### src/hdl/boot_mode_regs.vh
// constants for the boot mode selection logic
`ifndef BOOT_MODE_REGS_VH
`define BOOT_MODE_REGS_VH
// boot mode codes
`define BOOT_MODE_PARALLEL  4'h0
`define BOOT_MODE_SERIAL    4'h1
`define BOOT_MODE_CAN       4'h2
`define BOOT_MODE_FLASH     4'h3
`define BOOT_MODE_I2C       4'h4
`define BOOT_MODE_SPI       4'h5
`define BOOT_MODE_FD_CAN    4'h6
// otp field layout: word0 = pin config, word1 = table (8 x 5 bits)
`define OTP_PINS_LSB        0
`define OTP_PINS_W          2
`define OTP_SEL0_LSB        2
`define OTP_SEL1_LSB        7
`define OTP_SEL2_LSB        12
`define OTP_SEL_W           5
`define OTP_VALID_BIT       17
`define OTP_ENTRY_W         5
`define OTP_ENTRY_ALT_BIT   4
// initialization time before sampling
`define INIT_TIME_NS        2000
`define CLK_PERIOD_NS       100
`define INIT_CYCLES         ((`INIT_TIME_NS + `CLK_PERIOD_NS - 1) / `CLK_PERIOD_NS)
`endif

### src/hdl/boot_mode_select.v
// boot mode selection: sample strap pins after init, pick boot source
`timescale 1ns/10ps
`include "boot_mode_regs.vh"
module boot_mode_select #(
   parameter INIT_CYCLES = `INIT_CYCLES,
   parameter NUM_GPIO    = 32
) (
   input  wire                ref_clk_in,
   input  wire                rst_b_in,
   input  wire                boot_select_hi_pin_in,
   input  wire                boot_select_lo_pin_in,
   input  wire [NUM_GPIO-1:0] gpio_in,
   input  wire [31:0]         otp_pin_cfg_in,
   input  wire [39:0]         otp_table_in,
   input  wire                fw_pins_ready_in,
   output reg  [3:0]          boot_mode_out,
   output reg                 alt_pins_out,
   output reg                 custom_used_out,
   output reg  [2:0]          select_code_out,
   output reg                 boot_mode_valid_out,
   output reg  [NUM_GPIO-1:0] gpio_oe_out,
   output reg  [NUM_GPIO-1:0] gpio_pullup_en_out
);
   // sequence states; one decision per reset, only reset starts another
   localparam ST_INIT   = 2'h0;
   localparam ST_SAMPLE = 2'h1;
   localparam ST_DONE   = 2'h2;

   // sequencer, captured copy of straps and otp, decoder results
   reg  [1:0]  state;
   reg  [15:0] init_cnt;
   reg         custom_en;
   reg  [1:0]  pin_count;
   reg  [2:0]  code;
   reg  [39:0] table_q;
   wire [3:0]  dec_mode;
   wire        dec_alt;
   reg  [2:0]  next_code;
   reg  [1:0]  next_state;
   reg  [15:0] next_init_cnt;
   wire [15:0] init_last;
   wire        init_done;
   wire        capture;
   wire        publish;
   wire        cfg_valid;
   wire [1:0]  cfg_count;

   // pick one gpio bit by an otp select index
   function sel_bit;
      input [NUM_GPIO-1:0] pins;
      input [4:0]          sel;
      begin
         // an index past the last pin reads low rather than unknown
         sel_bit = (sel < NUM_GPIO) ? pins[sel] : 1'b0;
      end
   endfunction

   // gpio index held in the otp select field of selector k
   function [4:0] sel_index;
      input [31:0] cfg;
      input [1:0]  k;
      begin
         sel_index = cfg[`OTP_SEL0_LSB + k * `OTP_SEL_W +: `OTP_SEL_W];
      end
   endfunction

   // selector k takes part when the programmed count exceeds k
   function pin_active;
      input [1:0] count;
      input [1:0] k;
      begin
         pin_active = (count > k);
      end
   endfunction

   ////////////////////////////////////////////////////////////////////
   // otp fields; an unprogrammed part keeps the factory pair
   assign cfg_valid = otp_pin_cfg_in[`OTP_VALID_BIT];
   assign cfg_count = otp_pin_cfg_in[`OTP_PINS_LSB +: `OTP_PINS_W];

   // code to sample: custom pins when otp valid, else default pair
   // unused selector bits read zero so the table index stays in range
   // custom selectors may sit on any pin, hence the whole pin bus
   always @* begin
      next_code = {1'b0, boot_select_hi_pin_in, boot_select_lo_pin_in};
      if (cfg_valid) begin
         next_code[0] = pin_active(cfg_count, 2'h0) &
            sel_bit(gpio_in, sel_index(otp_pin_cfg_in, 2'h0));
         next_code[1] = pin_active(cfg_count, 2'h1) &
            sel_bit(gpio_in, sel_index(otp_pin_cfg_in, 2'h1));
         next_code[2] = pin_active(cfg_count, 2'h2) &
            sel_bit(gpio_in, sel_index(otp_pin_cfg_in, 2'h2));
      end
   end

   // decode works on the captured copy, never on the live pins
   boot_table_decode u_decode (
      .custom_en_in (custom_en),
      .pin_count_in (pin_count),
      .code_in      (code),
      .table_in     (table_q),
      .mode_out     (dec_mode),
      .alt_pins_out (dec_alt)
   );

   ////////////////////////////////////////////////////////////////////
   // sequence: wait init, sample once, publish, then hold until reset
   // a zero init time must not wrap into a very long wait
   assign init_last = (INIT_CYCLES == 0) ? 16'h0000 : INIT_CYCLES[15:0] - 16'h0001;
   assign init_done = (init_cnt >= init_last);

   // one capture edge, right after the init wait
   assign capture = (state == ST_SAMPLE);

   // results load once; the valid flag then blocks any reload
   assign publish = (state == ST_DONE) && !boot_mode_valid_out;

   // next state; the done state is terminal until the next reset
   always @* begin
      next_state = state;
      case (state)
         ST_INIT: begin
            if (init_done) begin
               next_state = ST_SAMPLE;
            end
         end
         ST_SAMPLE: begin
            next_state = ST_DONE;
         end
         ST_DONE: begin
            next_state = ST_DONE;
         end
         default: begin
            next_state = ST_INIT; // unused code recovers through init
         end
      endcase
   end

   // state register
   always @(posedge ref_clk_in) begin
      if (!rst_b_in) begin
         state <= ST_INIT;
      end else begin
         state <= next_state;
      end
   end

   ////////////////////////////////////////////////////////////////////
   // init counter; stops at its end value so it never wraps
   always @* begin
      next_init_cnt = init_cnt;
      if ((state == ST_INIT) && !init_done) begin
         next_init_cnt = init_cnt + 16'h0001;
      end
   end

   always @(posedge ref_clk_in) begin
      if (!rst_b_in) begin
         init_cnt <= 16'h0000;
      end else begin
         init_cnt <= next_init_cnt;
      end
   end

   ////////////////////////////////////////////////////////////////////
   // capture once; later pin and otp changes are ignored
   always @(posedge ref_clk_in) begin
      if (!rst_b_in) begin
         custom_en <= 1'b0;
         pin_count <= 2'h0;
         code <= 3'h0;
         table_q <= 40'h0000000000;
      end else if (capture) begin
         code <= next_code;
         custom_en <= cfg_valid;
         pin_count <= cfg_count;
         table_q <= otp_table_in;
      end
   end

   ////////////////////////////////////////////////////////////////////
   // publish the decision once; outputs then hold until reset
   always @(posedge ref_clk_in) begin
      if (!rst_b_in) begin
         boot_mode_out <= 4'h0;
         alt_pins_out <= 1'b0;
         custom_used_out <= 1'b0;
         select_code_out <= 3'h0;
         boot_mode_valid_out <= 1'b0;
      end else if (publish) begin
         boot_mode_out <= dec_mode;
         alt_pins_out <= dec_alt;
         custom_used_out <= custom_en;
         select_code_out <= code;
         boot_mode_valid_out <= 1'b1;
      end
   end

   ////////////////////////////////////////////////////////////////////
   // pins stay inputs without pulls; the board alone sets strap levels
   // firmware readiness changes nothing here: pin muxing lives elsewhere
   always @(posedge ref_clk_in) begin
      if (!rst_b_in) begin
         gpio_oe_out <= {NUM_GPIO{1'b0}};
         gpio_pullup_en_out <= {NUM_GPIO{1'b0}};
      end else if (fw_pins_ready_in && (state == ST_DONE)) begin
         gpio_oe_out <= {NUM_GPIO{1'b0}};
         gpio_pullup_en_out <= {NUM_GPIO{1'b0}};
      end
   end
endmodule

### src/hdl/boot_table_decode.v
// decode of a sampled select code into a boot mode
`timescale 1ns/10ps
`include "boot_mode_regs.vh"
module boot_table_decode (
   input  wire        custom_en_in,
   input  wire [1:0]  pin_count_in,
   input  wire [2:0]  code_in,
   input  wire [39:0] table_in,
   output reg  [3:0]  mode_out,
   output reg         alt_pins_out
);
   reg [2:0] idx;
   reg [4:0] entry;
   // default map is identity of the two-bit code; custom map indexes the table
   always @* begin
      idx = 3'h0;
      entry = 5'h00;
      mode_out = {2'h0, code_in[1:0]};
      alt_pins_out = 1'b0;
      if (custom_en_in) begin
         case (pin_count_in)
            2'h0: idx = 3'h0;
            2'h1: idx = {2'h0, code_in[0]};
            2'h2: idx = {1'h0, code_in[1:0]};
            default: idx = code_in;
         endcase
         entry = table_in[idx*5 +: 5];
         mode_out = entry[3:0];
         alt_pins_out = entry[`OTP_ENTRY_ALT_BIT];
      end
   end
endmodule
### config.mk
export PLATFORM = sky130hd
export DESIGN_NAME = boot_mode_select
export DESIGN_NICKNAME = d
export VERILOG_FILES = /design/src/hdl/boot_mode_select.v /design/src/hdl/boot_table_decode.v
export VERILOG_INCLUDE_DIRS = /design/src /design/src/hdl
export SDC_FILE = /design/constraint.sdc
export NUM_CORES = 1
export LEC_CHECK = 0
export BUFFER_PORTS_ARGS = -buffer_cell sky130_fd_sc_hd__buf_4
export CORE_ASPECT_RATIO = 0.75
export CORE_UTILIZATION = 40
export CTS_CLUSTER_DIAMETER = 80
export DETAILED_ROUTE_END_ITERATION = 16
export PLACE_DENSITY_LB_ADDON = 0.15
export SYNTH_ARGS = -nofsm -noshare
export SYNTH_HDL_FRONTEND = slang
export SYNTH_SLANG_ARGS = --single-unit
### constraint.sdc
create_clock -name ref_clk_in -period 2.4 [get_ports ref_clk_in]
set_input_delay 0.72 -clock ref_clk_in [delete_from_list [all_inputs] [get_ports ref_clk_in]]
set_output_delay 0.72 -clock ref_clk_in [all_outputs]
set_load 0.03 [all_outputs]
Word level (Yosys, flattened, before mapping) --
Index checks and enable logic that the tools add are counted. W data, S select, Z words.
Storage, ports and cells: latch bits 0, memory bits (writable) 0, register bits 74, memory bits (read-only) 0, memories 0
Operators by class: eq/ne operators 5, div/mod/pow operators 0, reductions and logical operators 7, add/sub/neg operators 1, shift-type cells 1, multiply operators 1, magnitude comparators 7, bitwise logic cells 3, mux-type cells 13
Operators by type and width (count):
- $shiftx A40 B7 Y5 | 1
- $lt A5 B6 Y1 const B | 3
- $add A16 B1 Y16 const B | 1
- $ge A16 B5 Y1 const B | 1
- $bmux W1 S5 | 3
- $pmux W3 S3 | 1
- $mul A3 B3 Y6 const B | 1
- $mux W3 | 2
- $eq A2 B1 Y1 const B | 2
- $eq A2 B2 Y1 const B | 2
- $gt A2 B1 Y1 const B | 2
- $logic_not A2 Y1 | 2
- $mux W1 | 4
- $mux W4 | 1
- $pmux W2 S2 | 1
- $and A1 B1 Y1 | 3
- $gt A2 B2 Y1 const B | 1
- $logic_and A1 B1 Y1 | 2
- $logic_not A1 Y1 | 2
- $mux W2 | 1
- $ne A2 B2 Y1 const B | 1
- $reduce_or A2 Y1 | 1

Depth between registers and ports, before layout --
depth after elaboration 6, depth in mapped cells 8, gate-level depth less buffers 6

Modules after synthesis --
Synthesis repeated with hierarchy kept, for this count alone.
Second synthesis, totals: cell total of the unflattened synthesis 448, area total of the unflattened synthesis 4640.7 um^2
By module, submodules not included:
- boot_mode_select | cells each 410, times used 1, seq. area each 1481.4 um^2, area each 4227.8 um^2
- boot_table_decode | cells each 38, times used 1, seq. area each 0.0 um^2, area each 412.9 um^2

Least setup slack after synthesis --
No wires, ideal clock.
path kind in2reg, from in otp_pin_cfg_in[2], to reg code[0], arrival time 1.904 ns, buffers on the path 1, setup slack 0.379 ns, library setup time 0.117 ns, data required time 2.283 ns, stages 6, cell sequence buf_6 > mux4_2 > nor3b_1 > a31oi_1 > a31oi_1 > a22o_1
On the way: longest elaborated chain between the ends 4
Ends and longest elaborated chain:
- start: declaration | RTL line boot_mode_select.v:13 | input wire [31:0] otp_pin_cfg_in,
- $bmux W1 S5 | RTL line boot_mode_select.v:54 | sel_bit = (sel < NUM_GPIO) ? pins[sel] : 1'b0;
- $mux W1 (not written as such) | RTL line boot_mode_select.v:54
- $and A1 B1 Y1 | RTL line boot_mode_select.v:87 | next_code[0] = pin_active(cfg_count, 2'h0) &
- $mux W3 | RTL line boot_mode_select.v:86 | if (cfg_valid) begin
- end signal: assignment | RTL line boot_mode_select.v:174 | code <= next_code;
- end: declaration | RTL line boot_mode_select.v:34 | reg [2:0] code;
No other way between the ends. The select of a mux whose other input is x is not followed. A chain may end at the register's enable or synchronous reset.

Worst setup path in the final report --
from reg pin_count[1], to reg boot_mode_out[1]
On the way: longest elaborated chain between the ends 6
Ends and longest elaborated chain:
- start: declaration | RTL line boot_mode_select.v:33 | reg [1:0] pin_count;
- start signal: assignment | RTL line boot_mode_select.v:176 | pin_count <= cfg_count;
- $eq A2 B2 Y1 (tied with other cells) | RTL line boot_table_decode.v:21 | case (pin_count_in)
- $pmux W3 S3 * | RTL line boot_table_decode.v:21
- $mux W3 * | RTL line boot_table_decode.v:20 | if (custom_en_in) begin
- $mul A3 B3 Y6 * | RTL line boot_table_decode.v:27 | entry = table_in[idx*5 +: 5];
- $shiftx A40 B7 Y5 * | RTL line boot_table_decode.v:27
- $mux W4 * | RTL line boot_table_decode.v:20
- end signal: assignment | RTL line boot_mode_select.v:191 | boot_mode_out <= dec_mode;
- end: declaration | RTL line boot_mode_select.v:16 | output reg [3:0] boot_mode_out,
Mark *: on every way between the ends. The rest lies on a longest branch, timed or not. The select of a mux whose other input is x is not followed.

==> results.md <==
- Hold WS: 0.460 ns
- Cell count after placement: 669
- Startpoint Class: register
- Synth Instances: 451
- Final Hold Fails: 0
- Core region area: 0.0109 mm2
- Vias in the first global route: 3213
- Data arrival, critical path: 2.08 ns
- Setup TNS: 0 ns
- Diodes inserted: 0
- Die Wd: 124 um
- Num CTS Buffers: 9
- CP Data Required Time: 2.63 ns
- Post-CTS Hold Buffers: 0
- Vias per inst: 4.87
- Via count: 3334
- Port Buffer Count: 103
- Final Slew Violations: 0
- Area leader, netlist: dfxtp_1
- CP Capture Type: register
- Slew HR: 66.3%
- Type of the worst min-delay path: register to register
- Fmax: 541 MHz
- Setup clock skew after layout: 0.00415 ns
- DIE HEIGHT: 93.8 um
- Max-Cap Viols: 0
- Number of synthesis warnings: 0
- Post-synth top area share: 32.9%
- Post-synth EDFFs: 0
- Worst-path fanout max: 9
- Power per cell area: 596 mW/mm2
- Most frequent cells in the layout: 106 x buf_4, 74 x dfxtp_1, 64 x conb_1
- GRT Overall Usage: 18.1%
- Clock latency on the worst-skew pair: 0.33 ns
- Share of cells above drive strength 1: 28.5%
- Synthesized flop and latch total: 74
- Mapped cell area: 0.00450 mm2
- WL per Instance: 15.1 um
- Avg Cell Area, Syn: 9.97 um2
- Setup-failing EPs final: 0
- Hold depth: 1
- Reg clk slew, reported paths: 0.06 ns
- Type of the worst setup path: register to register
- Clock buffer depth: 2
- Placer Congestion: 0.884
- Clock sinks: 74
- Leakage: 0.00214 uW
- Postcts setup bufs: 0
- Antenna Nets Post-Route: 0
- CTS tree: yes
- Reg2Reg Depth: 5
- Placed wire-length estimate: 7.88 mm
- Distinct cell type count after synthesis: 50
- H-tree levels: 3
- Area Overhead vs Synth: 21.2%
- Antenna violations before repair: 0
- Initial Utilization: 41.1%
- Final wirelength: 10.3 mm
- Die ar.: 0.0117 mm2
- Status: finished, final reports clean
- Max VDD drop: 366 uV
- Final period utilization: 77.1%
- Min Clock Period, post-route: 1.85 ns
- Fin cells: 684
- Commonest non-fill, non-tap cell in the layout: buf_4
- Worst Tran Pin Value: 0.502 ns
- Std-Cell Rows: 33
- # DRC: 0
- Top post-synthesis cells by area: dfxtp_1 33%, mux2i_1 14%, buf_4 11%, mux4_2 11%, nor2b_1 6.8%
- Unrepaired setup endpoints after global routing: false
- 1st-iter DRT viols: 165
- Post-synth top flop: dfxtp_1
- Largest net degree at the start of global routing: 56
- Drt first pass iters: 4
- Grt ovf: 0
- Sequential-to-total area share from yosys stat: 32.9%
- Resized Gates After CTS: 0
- Async set-reset flop share out of synthesis: 0%
- Root buf cell: clkbuf_16
- Final net count: 653
- Top Ports: 183
- Global-route wire length before repair: 16.4 mm
[worst max-delay path: stages, from the launching register on]
cell	delay, ns
dfxtp_1	0.41
o21ai_4	0.40
mux4_2	0.55
nand2_1	0.09
a311oi_1	0.10
a31o_1	0.20
[metrics by stage]
stage | total power [uW] | cell area (um2) | setup WS [ns] | utilization (%)
global placement | 1710 | 5100 | 0.229 | 46.6
finish | 3250 | 5450 | 0.551 | 49.8
detailed placement | 1710 | 5100 | 0.241 | 46.6
CTS | 3290 | 5450 | 0.551 | 49.8
global route | 3370 | 5450 | 0.469 | 49.8
floorplan | 1630 | 4730 | 0.379 | -
[where the power goes]
part           internal, uW  leakage (uW)  switching, uW  total (uW)
logic                   196       0.00137            255         451
registers              1230      0.000596           3.90        1240
clock network          1070      0.000172            494        1560
total                  2500       0.00214            753        3250
[worst paths after layout]
check,slack (ns),end,from
setup / recovery,0.55,boot_mode_out[1],pin_count[1]
hold / removal,0.46,init_cnt[5],init_cnt[5]
setup reg to reg,0.55,boot_mode_out[1],pin_count[1]
hold reg to reg,0.46,init_cnt[5],init_cnt[5]
[area by class of cell]
type	instances	area, um2
Multi-Input combinational cell	340	2600
Tap cell	140	175
Timing Repair Buffer	107	816
Clock inverter	4	98.8
Fill cell	1004	5490
Clock buffer	11	253
Inverter	8	30.0
Sequential cell	74	1480
[per-layer routing]
layer / track usage, % / share of wire (%) / vias to the layer above
met5: 0 / 0 / -
met4: 5.62 / 1.6 / 0
li1: - / - / 1653
met1: 24.7 / 50 / 1557
met2: 27.1 / 43 / 110
met3: 5.81 / 5.6 / 14
[logic make-up after synthesis]
logic type,synth area share [%]
simple gates,17.2
buf+inv,14.7
mux,25.7
flops,32.9
compound gates,7.76
fa+ha+maj,1.11
xor+xnor,0.584
other cells,0.0834
[flip-flops by register name, summed over array words and instances (netlist names)]
name	count
code	3
pin_count	2
custom_en	1
select_code_out	3
state	2
init_cnt	16
custom_used_out	1
alt_pins_out	1
boot_mode_valid_out	1
table_q	40
boot_mode_out	4
[cells in the mapped netlist (all sizes together) (2+ instances only)]
cell type,number
nand3b,5
ha,4
mux2i,61
nand4,4
o31ai,2
and3,3
a2111oi,2
nor2,5
inv,8
mux2,4
o21ai,10
and4,3
nor2b,49
nand3,14
buf,80
nand2b,3
o2111ai,2
nand2,26
nor4,2
mux4,22
a21boi,4
clkbuf,12
o21a,3
a211oi,6
a31oi,9
o22ai,2
xnor2,3
nor3,2
dfxtp,74
and2,14
(Power assumes the default switching activity.)
